==> src/inc/pfs_pkg.sv <==
package pfs_pkg;

	// ----------------------------------------------------------------
	// timing
	// ----------------------------------------------------------------
	localparam int unsigned CLOCK_MHZ        = 250;
	localparam int unsigned OC_TIMEOUT_MS    = 50;
	localparam int unsigned DISC_TIMEOUT_MS  = 300;
	localparam int unsigned SETTLE_MS        = 4;
	localparam int unsigned OC_CYCLES        =
		OC_TIMEOUT_MS * 1000 * CLOCK_MHZ;
	localparam int unsigned DISC_CYCLES      =
		DISC_TIMEOUT_MS * 1000 * CLOCK_MHZ;
	localparam int unsigned SETTLE_CYCLES    =
		SETTLE_MS * 1000 * CLOCK_MHZ;
	localparam int unsigned PORTS            = 4;
	localparam int unsigned SAMPLES_PER_LOOP = 31;

	// ----------------------------------------------------------------
	// fault codes and result layout
	// ----------------------------------------------------------------
	localparam logic [2:0] FAULT_NONE       = 3'h0;
	localparam logic [2:0] FAULT_OVERCURR   = 3'h2;
	localparam logic [2:0] FAULT_DISCONNECT = 3'h3;
	localparam int unsigned RESULT_W        = 16;
	localparam int unsigned DONE_BIT        = 15;
	localparam logic [15:0] RESULT_RESET    = 16'h0000;

	// ----------------------------------------------------------------
	// function codes
	// ----------------------------------------------------------------
	typedef enum logic [3:0] {
		FN_DISABLE     = 4'h0,
		FN_DISCOVER1   = 4'h1,
		FN_DISCOVER2   = 4'h2,
		FN_VSAMPLE     = 4'h3,
		FN_LEGACY      = 4'h4,
		FN_CLASSIFY    = 4'h5,
		FN_RAMP_UP     = 4'h6,
		FN_CONT_SAMPLE = 4'h7,
		FN_RAMP_DOWN   = 4'h8,
		FN_LOW_AC      = 4'h9,
		FN_HIGH_AC     = 4'hA,
		FN_CURRENT_SAMPLE_FUNCTION     = 4'hB,
		FN_TEMPERATURE_SAMPLE_FUNCTION     = 4'hC
	} pfs_func_t;

	// analog channel that a conversion reads
	typedef enum logic [1:0] {
		CH_CURRENT = 2'h0,
		CH_VOLTAGE = 2'h1,
		CH_TEMP    = 2'h2
	} pfs_chan_t;

	typedef enum logic [2:0] {
		ST_IDLE    = 3'h0,
		ST_SETTLE  = 3'h1,
		ST_CONVERT = 3'h2,
		ST_RAMP    = 3'h3,
		ST_DONE    = 3'h4
	} pfs_state_t;

endpackage

==> src/pfs_fault_timer.sv <==
`timescale 1ns/1ps

// one fault timer: counts while the condition holds, restarts when it ends
module pfs_fault_timer #(
	parameter int unsigned LIMIT = 1000
) (
	input  wire logic clock,
	input  wire logic rst_n,
	input  wire logic arm,
	input  wire logic cond,
	output logic      expired
);

	localparam int unsigned CW = $clog2(LIMIT + 1);

	typedef struct packed {
		logic [CW-1:0] count;
		logic          expired;
	} pfs_ft_state_t;

	pfs_ft_state_t cur;
	pfs_ft_state_t next_cur;

	if (LIMIT < 1)
	begin : g_bad_limit
		$error("fault timer limit must be at least one");
	end

	always_comb
	begin
		next_cur = cur;
		next_cur.expired = 1'b0;
		if (!arm || !cond)
			next_cur.count = '0;
		else if (cur.count == CW'(LIMIT - 1))
		begin
			next_cur.count = '0;
			next_cur.expired = 1'b1;
		end
		else
			next_cur.count = cur.count + CW'(1);
	end

	always_ff @(posedge clock)
	begin
		if (!rst_n)
			cur <= '0;
		else
			cur <= next_cur;
	end

	assign expired = cur.expired;

endmodule // pfs_fault_timer

==> src/pfs_port_sequencer.sv <==
`timescale 1ns/1ps

// Functional notes
// overcurrent or current-limit trip starts its current fault timer.
// current timer timeout turns port off, latches overcurrent code.
// overcurrent clearing early resets the current timer, no shutdown.
// powered port below disconnect threshold starts the disconnect timer; the code arms it only during continuous sample.
// disconnect timeout turns port off, latches load-disconnect code.
// undercurrent ending early resets the disconnect timer, port stays on.
// host drives thirteen functions, waits for done before reading results.
// a function's condition and result are held until the next call.
// disable switches the port off and resets all functions.
// first discovery applies low probe voltage, measures and stores current.
// second discovery applies high probe voltage, stores measured current.
// voltage sample stores port voltage in the voltage result.
// legacy enables current source, stores port voltage.
// classify applies class voltage, measures and stores current.
// ramp-up turns switch on with controlled current until met or limit.
// continuous sample loops 31 current then one voltage conversion.
// ramp-down turns switch off until current is zero, then done.
// AC functions turn on one transistor, store port voltage.
// current sample stores current; temperature sample stores temperature.
// each result carries a done flag in its top bit.
// host must not call again while a conversion is in progress.
// conversion time is variable; completion comes from the converter.
// timers and function state are separate for each port.
module pfs_port_sequencer #(
	parameter int unsigned OC_LIMIT     = pfs_pkg::OC_CYCLES,
	parameter int unsigned DISC_LIMIT   = pfs_pkg::DISC_CYCLES,
	parameter int unsigned SETTLE_LIMIT = pfs_pkg::SETTLE_CYCLES
) (
	input  wire logic                clock,
	input  wire logic                rst_n,
	input  wire logic [3:0]          overcurrent_comparator,
	input  wire logic [3:0]          current_limit_comparator,
	input  wire logic [3:0]          undercurrent,
	input  wire logic [3:0]          ramp_complete,
	input  wire logic                host_managed_mode,
	input  wire logic                call_valid,
	input  wire logic [1:0]          call_port,
	input  wire logic [3:0]          call_func,
	input  wire logic [3:0]          conv_done,
	input  wire logic [14:0]         conv_data,
	output logic      [3:0]          port_power,
	output logic      [3:0]          probe_low,
	output logic      [3:0]          probe_high,
	output logic      [3:0]          class_drive,
	output logic      [3:0]          legacy_source,
	output logic      [3:0]          ramp_up,
	output logic      [3:0]          ramp_down,
	output logic      [3:0]          low_fet_on,
	output logic      [3:0]          high_fet_on,
	output logic      [3:0]          conv_start,
	output logic      [7:0]          conv_chan,
	output logic      [3:0]          func_done,
	output logic      [11:0]         fault_code,
	output logic      [63:0]         current_result,
	output logic      [63:0]         voltage_result,
	output logic      [63:0]         discovery_result,
	output logic      [63:0]         temp_result
);

	// ----------------------------------------------------------------
	// state
	// ----------------------------------------------------------------
	localparam int unsigned NP = pfs_pkg::PORTS;
	localparam int unsigned SW = $clog2(SETTLE_LIMIT + 1);

	typedef struct packed {
		pfs_pkg::pfs_state_t st;
		logic [3:0]          func;
		logic [SW-1:0]       settle;
		logic [4:0]          samples;
		logic                power;
		logic [7:0]          drive;
		logic                start;
		logic [1:0]          chan;
		logic                done;
		logic [2:0]          fault;
		logic [15:0]         i_res;
		logic [15:0]         v_res;
		logic [15:0]         d_res;
		logic [15:0]         t_res;
	} pfs_port_t;

	typedef struct packed {
		logic [3:0] oc_s1;
		logic [3:0] oc_s2;
		logic [3:0] lim_s1;
		logic [3:0] lim_s2;
		logic [3:0] uc_s1;
		logic [3:0] uc_s2;
		logic [3:0] rc_s1;
		logic [3:0] rc_s2;
		logic [3:0] rc_s3;
		pfs_port_t [NP-1:0] p;
	} pfs_seq_state_t;

	pfs_seq_state_t cur;
	pfs_seq_state_t next_cur;
	logic [3:0]     oc_expired;
	logic [3:0]     disc_expired;
	logic [3:0]     oc_cond;
	logic [3:0]     uc_armed;

	if (NP != 4 || SETTLE_LIMIT < 1)
	begin : g_bad_config
		$error("sequencer serves four ports and a nonzero settle");
	end

	// ----------------------------------------------------------------
	// per-port fault timers
	// ----------------------------------------------------------------
	// trip condition only counts while the port is powered
	assign oc_cond = cur.oc_s2 | cur.lim_s2;

	genvar g;
	generate
		for (g = 0; g < NP; g++)
		begin : g_port
			assign uc_armed[g] = cur.p[g].power
				&& cur.p[g].func == pfs_pkg::FN_CONT_SAMPLE;
			pfs_fault_timer #(.LIMIT(OC_LIMIT)) u_oc (
				.clock   (clock),
				.rst_n   (rst_n),
				.arm     (cur.p[g].power),
				.cond    (oc_cond[g]),
				.expired (oc_expired[g])
			);
			pfs_fault_timer #(.LIMIT(DISC_LIMIT)) u_disc (
				.clock   (clock),
				.rst_n   (rst_n),
				.arm     (uc_armed[g]),
				.cond    (cur.uc_s2[g]),
				.expired (disc_expired[g])
			);
		end
	endgenerate

	// ----------------------------------------------------------------
	// next state
	// ----------------------------------------------------------------
	always_comb
	begin
		logic [15:0] word;
		word = 16'h0000;
		next_cur = cur;
		next_cur.oc_s1  = overcurrent_comparator;
		next_cur.oc_s2  = cur.oc_s1;
		next_cur.lim_s1 = current_limit_comparator;
		next_cur.lim_s2 = cur.lim_s1;
		next_cur.uc_s1  = undercurrent;
		next_cur.uc_s2  = cur.uc_s1;
		next_cur.rc_s1  = ramp_complete;
		next_cur.rc_s2  = cur.rc_s1;
		next_cur.rc_s3  = cur.rc_s2;
		for (int i = 0; i < NP; i++)
		begin
			next_cur.p[i].start = 1'b0;
			word = {1'b1, conv_data};
			case (cur.p[i].st)
				pfs_pkg::ST_SETTLE:
				begin
					if (cur.p[i].settle == SW'(SETTLE_LIMIT - 1))
					begin
						next_cur.p[i].st = pfs_pkg::ST_CONVERT;
						next_cur.p[i].start = 1'b1;
					end
					else
						next_cur.p[i].settle = cur.p[i].settle + SW'(1);
				end
				pfs_pkg::ST_CONVERT:
				begin
					// finish only on converter's done, not a count
					if (conv_done[i])
					begin
						next_cur.p[i].st = pfs_pkg::ST_DONE;
						case (cur.p[i].func)
							pfs_pkg::FN_DISCOVER1,
							pfs_pkg::FN_DISCOVER2:
								next_cur.p[i].d_res = word;
							pfs_pkg::FN_CLASSIFY,
							pfs_pkg::FN_CURRENT_SAMPLE_FUNCTION:
								next_cur.p[i].i_res = word;
							pfs_pkg::FN_TEMPERATURE_SAMPLE_FUNCTION:
								next_cur.p[i].t_res = word;
							pfs_pkg::FN_CONT_SAMPLE:
							begin
								if (cur.p[i].chan == pfs_pkg::CH_VOLTAGE)
									next_cur.p[i].v_res = word;
								else
									next_cur.p[i].i_res = word;
								// loop until another call or a fault shutdown
								next_cur.p[i].st = pfs_pkg::ST_CONVERT;
								next_cur.p[i].start = 1'b1;
								if (cur.p[i].samples ==
									5'(pfs_pkg::SAMPLES_PER_LOOP))
								begin
									next_cur.p[i].samples = 5'h0;
									next_cur.p[i].chan = pfs_pkg::CH_CURRENT;
								end
								else
								begin
									next_cur.p[i].samples =
										cur.p[i].samples + 5'h1;
									if (cur.p[i].samples ==
										5'(pfs_pkg::SAMPLES_PER_LOOP - 1))
										next_cur.p[i].chan =
											pfs_pkg::CH_VOLTAGE;
								end
								next_cur.p[i].done = 1'b1;
							end
							default:
								next_cur.p[i].v_res = word;
						endcase
						if (cur.p[i].func != pfs_pkg::FN_CONT_SAMPLE)
							next_cur.p[i].done = 1'b1;
					end
				end
				pfs_pkg::ST_RAMP:
				begin
					// edge only, so a stale level from the last ramp cannot end it
					if (cur.rc_s2[i] && !cur.rc_s3[i])
					begin
						next_cur.p[i].st = pfs_pkg::ST_DONE;
						next_cur.p[i].done = 1'b1;
						next_cur.p[i].drive[5] = 1'b0;
						next_cur.p[i].drive[6] = 1'b0;
						if (cur.p[i].func == pfs_pkg::FN_RAMP_DOWN)
							next_cur.p[i].power = 1'b0;
					end
				end
				pfs_pkg::ST_IDLE,
				pfs_pkg::ST_DONE:
					next_cur.p[i].st = cur.p[i].st;
				default:
					next_cur.p[i].st = pfs_pkg::ST_IDLE;
			endcase

			// host call replaces held state of this port only
			if (call_valid && host_managed_mode
				&& call_port == 2'(i))
			begin
				next_cur.p[i].func = call_func;
				next_cur.p[i].done = 1'b0;
				next_cur.p[i].settle = '0;
				next_cur.p[i].samples = 5'h0;
				next_cur.p[i].drive = 8'h00;
				next_cur.p[i].chan = pfs_pkg::CH_VOLTAGE;
				next_cur.p[i].start = 1'b0;
				next_cur.p[i].st = pfs_pkg::ST_CONVERT;
				case (call_func)
					pfs_pkg::FN_DISABLE:
					begin
						next_cur.p[i] = '0;
						next_cur.p[i].done = 1'b1;
						next_cur.p[i].st = pfs_pkg::ST_DONE;
					end
					pfs_pkg::FN_DISCOVER1:
					begin
						next_cur.p[i].drive[0] = 1'b1;
						next_cur.p[i].chan = pfs_pkg::CH_CURRENT;
						next_cur.p[i].st = pfs_pkg::ST_SETTLE;
					end
					pfs_pkg::FN_DISCOVER2:
					begin
						next_cur.p[i].drive[1] = 1'b1;
						next_cur.p[i].chan = pfs_pkg::CH_CURRENT;
						next_cur.p[i].st = pfs_pkg::ST_SETTLE;
					end
					pfs_pkg::FN_LEGACY:
					begin
						next_cur.p[i].drive[3] = 1'b1;
						next_cur.p[i].start = 1'b1;
					end
					pfs_pkg::FN_CLASSIFY:
					begin
						next_cur.p[i].drive[2] = 1'b1;
						next_cur.p[i].chan = pfs_pkg::CH_CURRENT;
						next_cur.p[i].start = 1'b1;
					end
					pfs_pkg::FN_RAMP_UP:
					begin
						next_cur.p[i].drive[5] = 1'b1;
						next_cur.p[i].power = 1'b1;
						next_cur.p[i].fault = pfs_pkg::FAULT_NONE;
						next_cur.p[i].st = pfs_pkg::ST_RAMP;
					end
					pfs_pkg::FN_CONT_SAMPLE:
					begin
						next_cur.p[i].chan = pfs_pkg::CH_CURRENT;
						next_cur.p[i].start = 1'b1;
					end
					pfs_pkg::FN_RAMP_DOWN:
					begin
						next_cur.p[i].drive[6] = 1'b1;
						next_cur.p[i].st = pfs_pkg::ST_RAMP;
					end
					pfs_pkg::FN_LOW_AC:
					begin
						next_cur.p[i].drive[7] = 1'b1;
						next_cur.p[i].start = 1'b1;
					end
					pfs_pkg::FN_HIGH_AC:
					begin
						next_cur.p[i].drive[4] = 1'b1;
						next_cur.p[i].start = 1'b1;
					end
					pfs_pkg::FN_CURRENT_SAMPLE_FUNCTION:
					begin
						next_cur.p[i].chan = pfs_pkg::CH_CURRENT;
						next_cur.p[i].start = 1'b1;
					end
					pfs_pkg::FN_TEMPERATURE_SAMPLE_FUNCTION:
					begin
						next_cur.p[i].chan = pfs_pkg::CH_TEMP;
						next_cur.p[i].start = 1'b1;
					end
					pfs_pkg::FN_VSAMPLE:
						next_cur.p[i].start = 1'b1;
					default:
					begin
						next_cur.p[i].done = 1'b1;
						next_cur.p[i].st = pfs_pkg::ST_DONE;
					end
				endcase
			end

			// fault shutdown wins over a same-cycle call
			if (oc_expired[i])
			begin
				next_cur.p[i].power = 1'b0;
				next_cur.p[i].drive = 8'h00;
				next_cur.p[i].st = pfs_pkg::ST_IDLE;
				next_cur.p[i].fault = pfs_pkg::FAULT_OVERCURR;
			end
			else if (disc_expired[i])
			begin
				next_cur.p[i].power = 1'b0;
				next_cur.p[i].drive = 8'h00;
				next_cur.p[i].st = pfs_pkg::ST_IDLE;
				next_cur.p[i].fault = pfs_pkg::FAULT_DISCONNECT;
			end
		end
	end

	always_ff @(posedge clock)
	begin
		if (!rst_n)
			cur <= '0;
		else
			cur <= next_cur;
	end

	// ----------------------------------------------------------------
	// outputs
	// ----------------------------------------------------------------
	always_comb
	begin
		for (int i = 0; i < NP; i++)
		begin
			port_power[i]    = cur.p[i].power;
			probe_low[i]     = cur.p[i].drive[0];
			probe_high[i]    = cur.p[i].drive[1];
			class_drive[i]   = cur.p[i].drive[2];
			legacy_source[i] = cur.p[i].drive[3];
			high_fet_on[i]   = cur.p[i].drive[4];
			ramp_up[i]       = cur.p[i].drive[5];
			ramp_down[i]     = cur.p[i].drive[6];
			low_fet_on[i]    = cur.p[i].drive[7];
			conv_start[i]    = cur.p[i].start;
			func_done[i]     = cur.p[i].done;
			conv_chan[2*i +: 2]         = cur.p[i].chan;
			fault_code[3*i +: 3]        = cur.p[i].fault;
			current_result[16*i +: 16]  = cur.p[i].i_res;
			voltage_result[16*i +: 16]  = cur.p[i].v_res;
			discovery_result[16*i +: 16] = cur.p[i].d_res;
			temp_result[16*i +: 16]     = cur.p[i].t_res;
		end
	end

endmodule // pfs_port_sequencer

==> config.mk <==
export PLATFORM = sky130hd
export DESIGN_NAME = pfs_port_sequencer
export DESIGN_NICKNAME = d
export VERILOG_FILES = /design/src/inc/pfs_pkg.sv /design/src/pfs_fault_timer.sv /design/src/pfs_port_sequencer.sv
export SDC_FILE = /design/constraint.sdc
export NUM_CORES = 1
export LEC_CHECK = 0
export BUFFER_PORTS_ARGS = -buffer_cell sky130_fd_sc_hd__buf_2
export CAP_MARGIN = 20
export CORE_ASPECT_RATIO = 1.25
export CORE_UTILIZATION = 55
export DETAILED_ROUTE_END_ITERATION = 8
export PLACE_DENSITY = 0.76
export SLEW_MARGIN = 20
export SYNTH_ARGS = -nofsm -noshare
export SYNTH_HDL_FRONTEND = slang
export SYNTH_HIERARCHICAL = 1
export SYNTH_SLANG_ARGS = --single-unit
==> constraint.sdc <==
create_clock -name clock -period 2.51 [get_ports clock]
set_clock_uncertainty 0.15 [all_clocks]
set_input_delay 0.1255 -clock clock [delete_from_list [all_inputs] [get_ports clock]]
set_output_delay 0.1255 -clock clock [all_outputs]
set_load 0.05 [all_outputs]
==> metrics.csv, run 1 <==
metric;value;unit
instances_no_fill;4684;
clock_latency;0.61;ns
clkPwrFrac;47.7;%
post-cts-setup-buffers;0;
synth-main-ff-cell;dfxtp_1;
overflow;0;
r2r-start;g_port[0].u_disc/cur[1]$_SDFF_PP0_;
critPathArrivalTime;2.83;ns
wirelength;82.94;mm
cts.sinks;692;
p_per_area;632.7;nW/µm²
synth_top_area_cell;dfxtp_1;
start_util;55.59;%
gp_congestion;0.9071;
synth_area_leaders;dfxtp_1, buf_4, a21oi_1, nand2_1, nor2_1;
area_growth;10.15;%
cts-root-buf;clkbuf_16;
stdcell_area;35720;µm²
synth_enable_flop_cells;0;
vdd_ir_drop_max;0.0008173;V
worstPathRequired;2.91;ns
clkTransAtPathRegs;0.07;ns
ys_seq_area_share;42.71;%
finalMaxSlewViolations;0;
ios;365;
core_area;58340;µm²
port_buffers;360;
timing.slew.headroom;50.70;%
finalCriticalPeriod;2.426;ns
viasPerCell;5.736;
min_period_over_period;96.65;%
synthCells;3808;
rsz0062_at_grt;no;
cts_tree;yes;
grt_use_met1;31.09;%
final_cell_mix;dfxtp_1, nand2_1, nor2_1, buf_2, a21oi_1;
switching_share;21.83;%
crit_type;in2reg;
async_reset_ff_share;0;%
vias;26870;
grt-busiest-layer;met2;
grt_usage;26.72;%
grt_max_degree;65;
num_rows;99;
seq_area;13850;µm²
cts_made_buffers;70;
grt_pass1_vias;24770;
use_met2;46.49;%
dp.cells;4512;
worstSetupStartpoint;call_func[2];
setup_violations;0;
setup_ws;0.08414;ns
clk_path_buf_depth;3;
layout_commonest_cell;dfxtp_1;
dp_hpwl;59.43;mm
wire_per_inst;17.71;µm
dieArea;59950;µm²
combPwrFrac;3.3;%
dr.pass1.iters;5;
pwr-share-seq;49.0;%
tns;0;ns
end_kind;flip-flop;
place_ws;0.1144;ns
fmax;412.2;MHz
syn_area_per_cell;8.517;µm²
grt_first_pass_wirelength;129.4;mm
cp-start-kind;primary input;
ys_ff_latch;692;
holdWs;0.1153;ns
run_status;finished clean;
antenna_found_initial;8;
intPower;17.67;mW
crit_fanout;12;
antenna_left;0;
post-route-drc-count;0;
die_w;219.2;µm
drive_above_1_share;18.08;%
min_path_type;in2reg;
synthDistinctLibCells;85;
drt_iter0_markers;1817;
hp-start;undercurrent[1];
maxCapViolCount;0;
ys_warn_count;6;
max_slew.worst_pin.slew;0.7368;ns
netlist_area;32430;µm²
h-tree-depth;3;
multi_input_area;14990;µm²
fillers;5038;
p_sw;4.934;mW
hold_viol;0;
finish.net_count;3942;
dpl_cell_area;32870;µm²
die_y;273.5;µm
p_leak;13.22;nW
grt_util_met3;5.144;%
synth_top_area_share;42.71;%
## critical path, cell delays in order
cell	delay, ns
dlygate4sd3_1	0.57
buf_2	0.33
or2_2	0.22
o21ai_0	0.10
mux2i_1	0.45
buf_4	0.23
nand2_1	0.06
a31oi_1	0.17
dlygate4sd3_1	0.56
## per-layer routing
layer | part of all wire, % | vias up
li1 | - | 13160
met1 | 41 | 12740
met2 | 48 | 784
met3 | 6.3 | 191
met4 | 4.6 | 2
met5 | 0.014 | -
## synth_stat cells, types with 68 or more instances
| library cell | n |
|---|---|
| a21oi_1 | 295 |
| buf_4 | 321 |
| clkbuf_1 | 160 |
| dfxtp_1 | 692 |
| inv_1 | 82 |
| mux2i_1 | 99 |
| nand2_1 | 384 |
| nand3_1 | 125 |
| nand4_1 | 81 |
| nor2_1 | 369 |
| nor3_1 | 107 |
| o21ai_0 | 93 |
| o31ai_1 | 68 |
| or3_1 | 112 |
| or4_1 | 95 |
| xnor2_1 | 99 |
## cell families after synthesis
kind of cell / share of synthesized area [%]
muxes: 3.055
buffers and inverters: 11.33
adders and majority gates: 0.9259
xor gates and xnor gates: 3.862
other: 0.01156
and+or+nand+nor: 25.78
DFF: 42.71
AOI/OAI and AO/OA: 12.33
## final cells by class
type                    instances  share of cell area (%)
repair buffers                527                   9.093
multi-input cells            2500                   41.96
flip-flops and latches        692                   38.78
clock inverters                28                   1.051
clock buffers                  93                   5.569
well taps                     757                   2.651
inverters                      82                  0.8616
diodes                          5                 0.03503
## registers in the layout (all words and copies together), names as in the netlist, 8 cells and up
name	count
cur	164
g_port.u_disc/cur	108
g_port.u_oc/cur	96
current_result	64
discovery_result	64
temp_result	64
voltage_result	64
conv_chan	8
fault_code	8
## stage by stage
step / utilization (%) / power [mW]
finish: 61.23 / 22.60
global route: 61.23 / 23.33
CTS: 61.19 / 22.81
detailed placement: 56.34 / 11.99
global placement: 56.34 / 11.99
floorplan: - / 11.73
## power by group through the flow
stage          registers [mW]  clock network [mW]  logic [mW]
3_5_place_dp             11.3                   0       0.678
5_1_grt                  11.1                11.5       0.787
2_1_floorplan            11.3                   0       0.435
4_1_cts                  11.1                11.0       0.740
6_report                 11.1                10.8       0.743
3_3_place_gp             11.3                   0       0.674
## repair_timing
item                                    in CTS  in global routing
gates resized for setup                      0                  5
hold endpoints to repair                   214                  0
hold buffers                                46                  0
endpoints found under the setup margin       0                  4
## worst paths after layout
path                                         end  slack (ns)  cells after the start
max                    conv_chan[0]$_SDFFE_PN0P_        0.08                      9
min                          cur[465]$_SDFF_PN0_        0.12                      3
max reg2reg  g_port[0].u_disc/cur[23]$_SDFF_PP0_        0.11                      5
min reg2reg           fault_code[3]$_SDFFE_PP0P_        0.27                      1
Note: power is estimated with default switching activity, not from simulation.
==> run 2, diff against run 1 <==
--- a/config.mk
+++ b/config.mk
@@ -6,7 +6,6 @@
 export NUM_CORES = 1
 export LEC_CHECK = 0
 export BUFFER_PORTS_ARGS = -buffer_cell sky130_fd_sc_hd__buf_2
-export CAP_MARGIN = 20
 export CORE_ASPECT_RATIO = 1.25
 export CORE_UTILIZATION = 55
 export DETAILED_ROUTE_END_ITERATION = 8
==> constraint.sdc (replaced) <==
create_clock -name clock -period 2.91 [get_ports clock]
set_clock_uncertainty 0.15 [all_clocks]
set_input_delay 0.1455 -clock clock [delete_from_list [all_inputs] [get_ports clock]]
set_output_delay 0.1455 -clock clock [all_outputs]
set_load 0.05 [all_outputs]
==> run 2 against run 1 <==
Compared with the run above: global-route usage hardly changed; non-clock buffer count is 55 lower; worst hold slack worse by 0.042 ns; die area stayed put; utilization is 0.40 points lower; register-to-register slack better by 0.23 ns.
==> metrics.csv, run 2 (same netlist as run 1, synthesis figures left out) <==
metric;value;unit
final_cell_mix;dfxtp_1, nand2_1, nor2_1, buf_2, a21oi_1;
min_period_over_period;88.47;%
reg_top3;cur: 164 flops, g_port.u_disc/cur: 108 flops, g_port.u_oc/cur: 96 flops;
antenna_left;0;
crit_path_cell_trace;and4b_1 > nand2_1 > o21ai_0 > o21ai_0 > a31oi_1 > dlygate4sd3_1;
grt_max_degree;65;
timing.slew.headroom;26.08;%
cts.sinks;692;
grt-busiest-layer;met2;
wirelength;82.28;mm
clock_latency;0.62;ns
min_path_cells;5;
fillers;5069;
grt_use_met1;31.45;%
max_slew.worst_pin.slew;1.100;ns
die_y;273.5;µm
vdd_ir_drop_max;0.0006620;V
ios;365;
dr.pass1.iters;7;
critPathArrivalTime;2.98;ns
end_kind;flip-flop;
final_core_util;60.83;%
pwr-share-seq;47.6;%
clkPwrFrac;49.3;%
maxCapViolCount;0;
port_buffers;360;
finalMaxSlewViolations;0;
run_status;finished clean;
post-route-drc-count;0;
p_sw;4.387;mW
num_rows;99;
start_util;55.59;%
switching_share;21.86;%
critPathMaxStageDelay;0.58;ns
post-cts-setup-buffers;0;
crit_type;reg2reg;
tns;0;ns
clk_path_buf_depth;3;
cp-start-kind;flip-flop;
largest_reg_flops;164;
wire_per_inst;17.75;µm
top_register;cur;
rsz0062_at_grt;no;
setup_violations;0;
die_w;219.2;µm
cts_made_buffers;70;
use_met2;46.54;%
finish.net_count;3887;
critical-path-slowest-cell;dlygate4sd3_1;
area_growth;9.425;%
grt_usage;26.71;%
drt_iter0_markers;1987;
viasPerCell;5.729;
intPower;15.68;mW
p_per_area;565.6;nW/µm²
layout_commonest_cell;dfxtp_1;
dieArea;59950;µm²
finalCriticalPeriod;2.574;ns
vias;26570;
dp_hpwl;57.95;mm
grt_pass1_vias;24390;
antenna_found_initial;5;
grt_util_met3;4.511;%
clkTransAtPathRegs;0.06;ns
overflow;0;
crit_top_cell;o21ai_0;
p_leak;13.05;nW
core_area;58340;µm²
combPwrFrac;3.1;%
min_path_type;in2reg;
drive_above_1_share;16.90;%
multi_input_area;14980;µm²
reg2regPathDepth;6;
seq_area;13850;µm²
hold_viol;0;
grt_first_pass_wirelength;129.3;mm
crit_fanout;11;
fmax;388.4;MHz
worstPathRequired;3.32;ns
gp_congestion;0.8860;
cts-root-buf;clkbuf_16;
h-tree-depth;3;
cts_tree;yes;
-- run 2: what timing repair did --
item / in CTS / in global routing
resized for setup: 0 / 0
setup endpoints to repair: 0 / 0
hold endpoints to repair: 206 / 0
hold buffers: 47 / 0
-- run 2: layer usage --
metal	routed length (µm)	vias up	share of wire, %
met2	39690	786	48
met1	33880	12540	41
met5	0	-	0
met4	3589	0	4.4
met3	5122	175	6.2
li1	-	13070	-
-- run 2: area by class of cell --
type                       instances  share of cell area [%]
clock inverter                    32                   1.491
antenna                            5                 0.03526
timing repair buffer             472                   7.996
sequential                       692                   39.04
tap                              757                   2.669
inverter                          82                  0.8673
clock buffer                      97                   5.704
multi-input combinational       2500                   42.20
-- run 2: worst paths after layout --
path                                startpoint                    endpoint  slack (ns)
max                      cur[105]$_SDFFE_PN0P_   conv_chan[0]$_SDFFE_PN0P_        0.34
min                                 call_valid   probe_low[1]$_SDFFE_PP0P_        0.07
max reg2reg              cur[105]$_SDFFE_PN0P_   conv_chan[0]$_SDFFE_PN0P_        0.34
min reg2reg  g_port[3].u_oc/expired$_SDFF_PP0_  fault_code[9]$_SDFFE_PP0P_        0.27
-- run 2: critical path, delay by kind of cell, from the launching register on --
kind                   cells  cell delay [ns]
buffers and inverters      1             0.58
and+or+nand+nor            2             0.67
DFF                        1             0.49
AOI/OAI and AO/OA          3             0.61
-- run 2: power groups by stage --
stage	logic, mW	registers, mW	clock network, mW
2_1_floorplan	0.375	9.74	0
3_3_place_gp	0.563	9.76	0
3_5_place_dp	0.566	9.76	0
4_1_cts	0.618	9.55	10.1
5_1_grt	0.657	9.55	10.5
6_report	0.623	9.55	9.90
-- run 2: metrics by stage --
step	power, mW	worst slack [ns]	std cells	area, µm²	hold slack [ns]
final	20.07	0.3356	4637	35490	0.07354
after floorplan	10.12	0.6548	3811	32440	0.1228
after global routing	20.69	0.1289	4636	35490	0.09563
after CTS	20.25	0.3796	4632	35480	0.04729
after global placement	10.32	0.4767	4456	32450	0.2028
after detailed placement	10.33	0.4374	4456	32450	0.2050
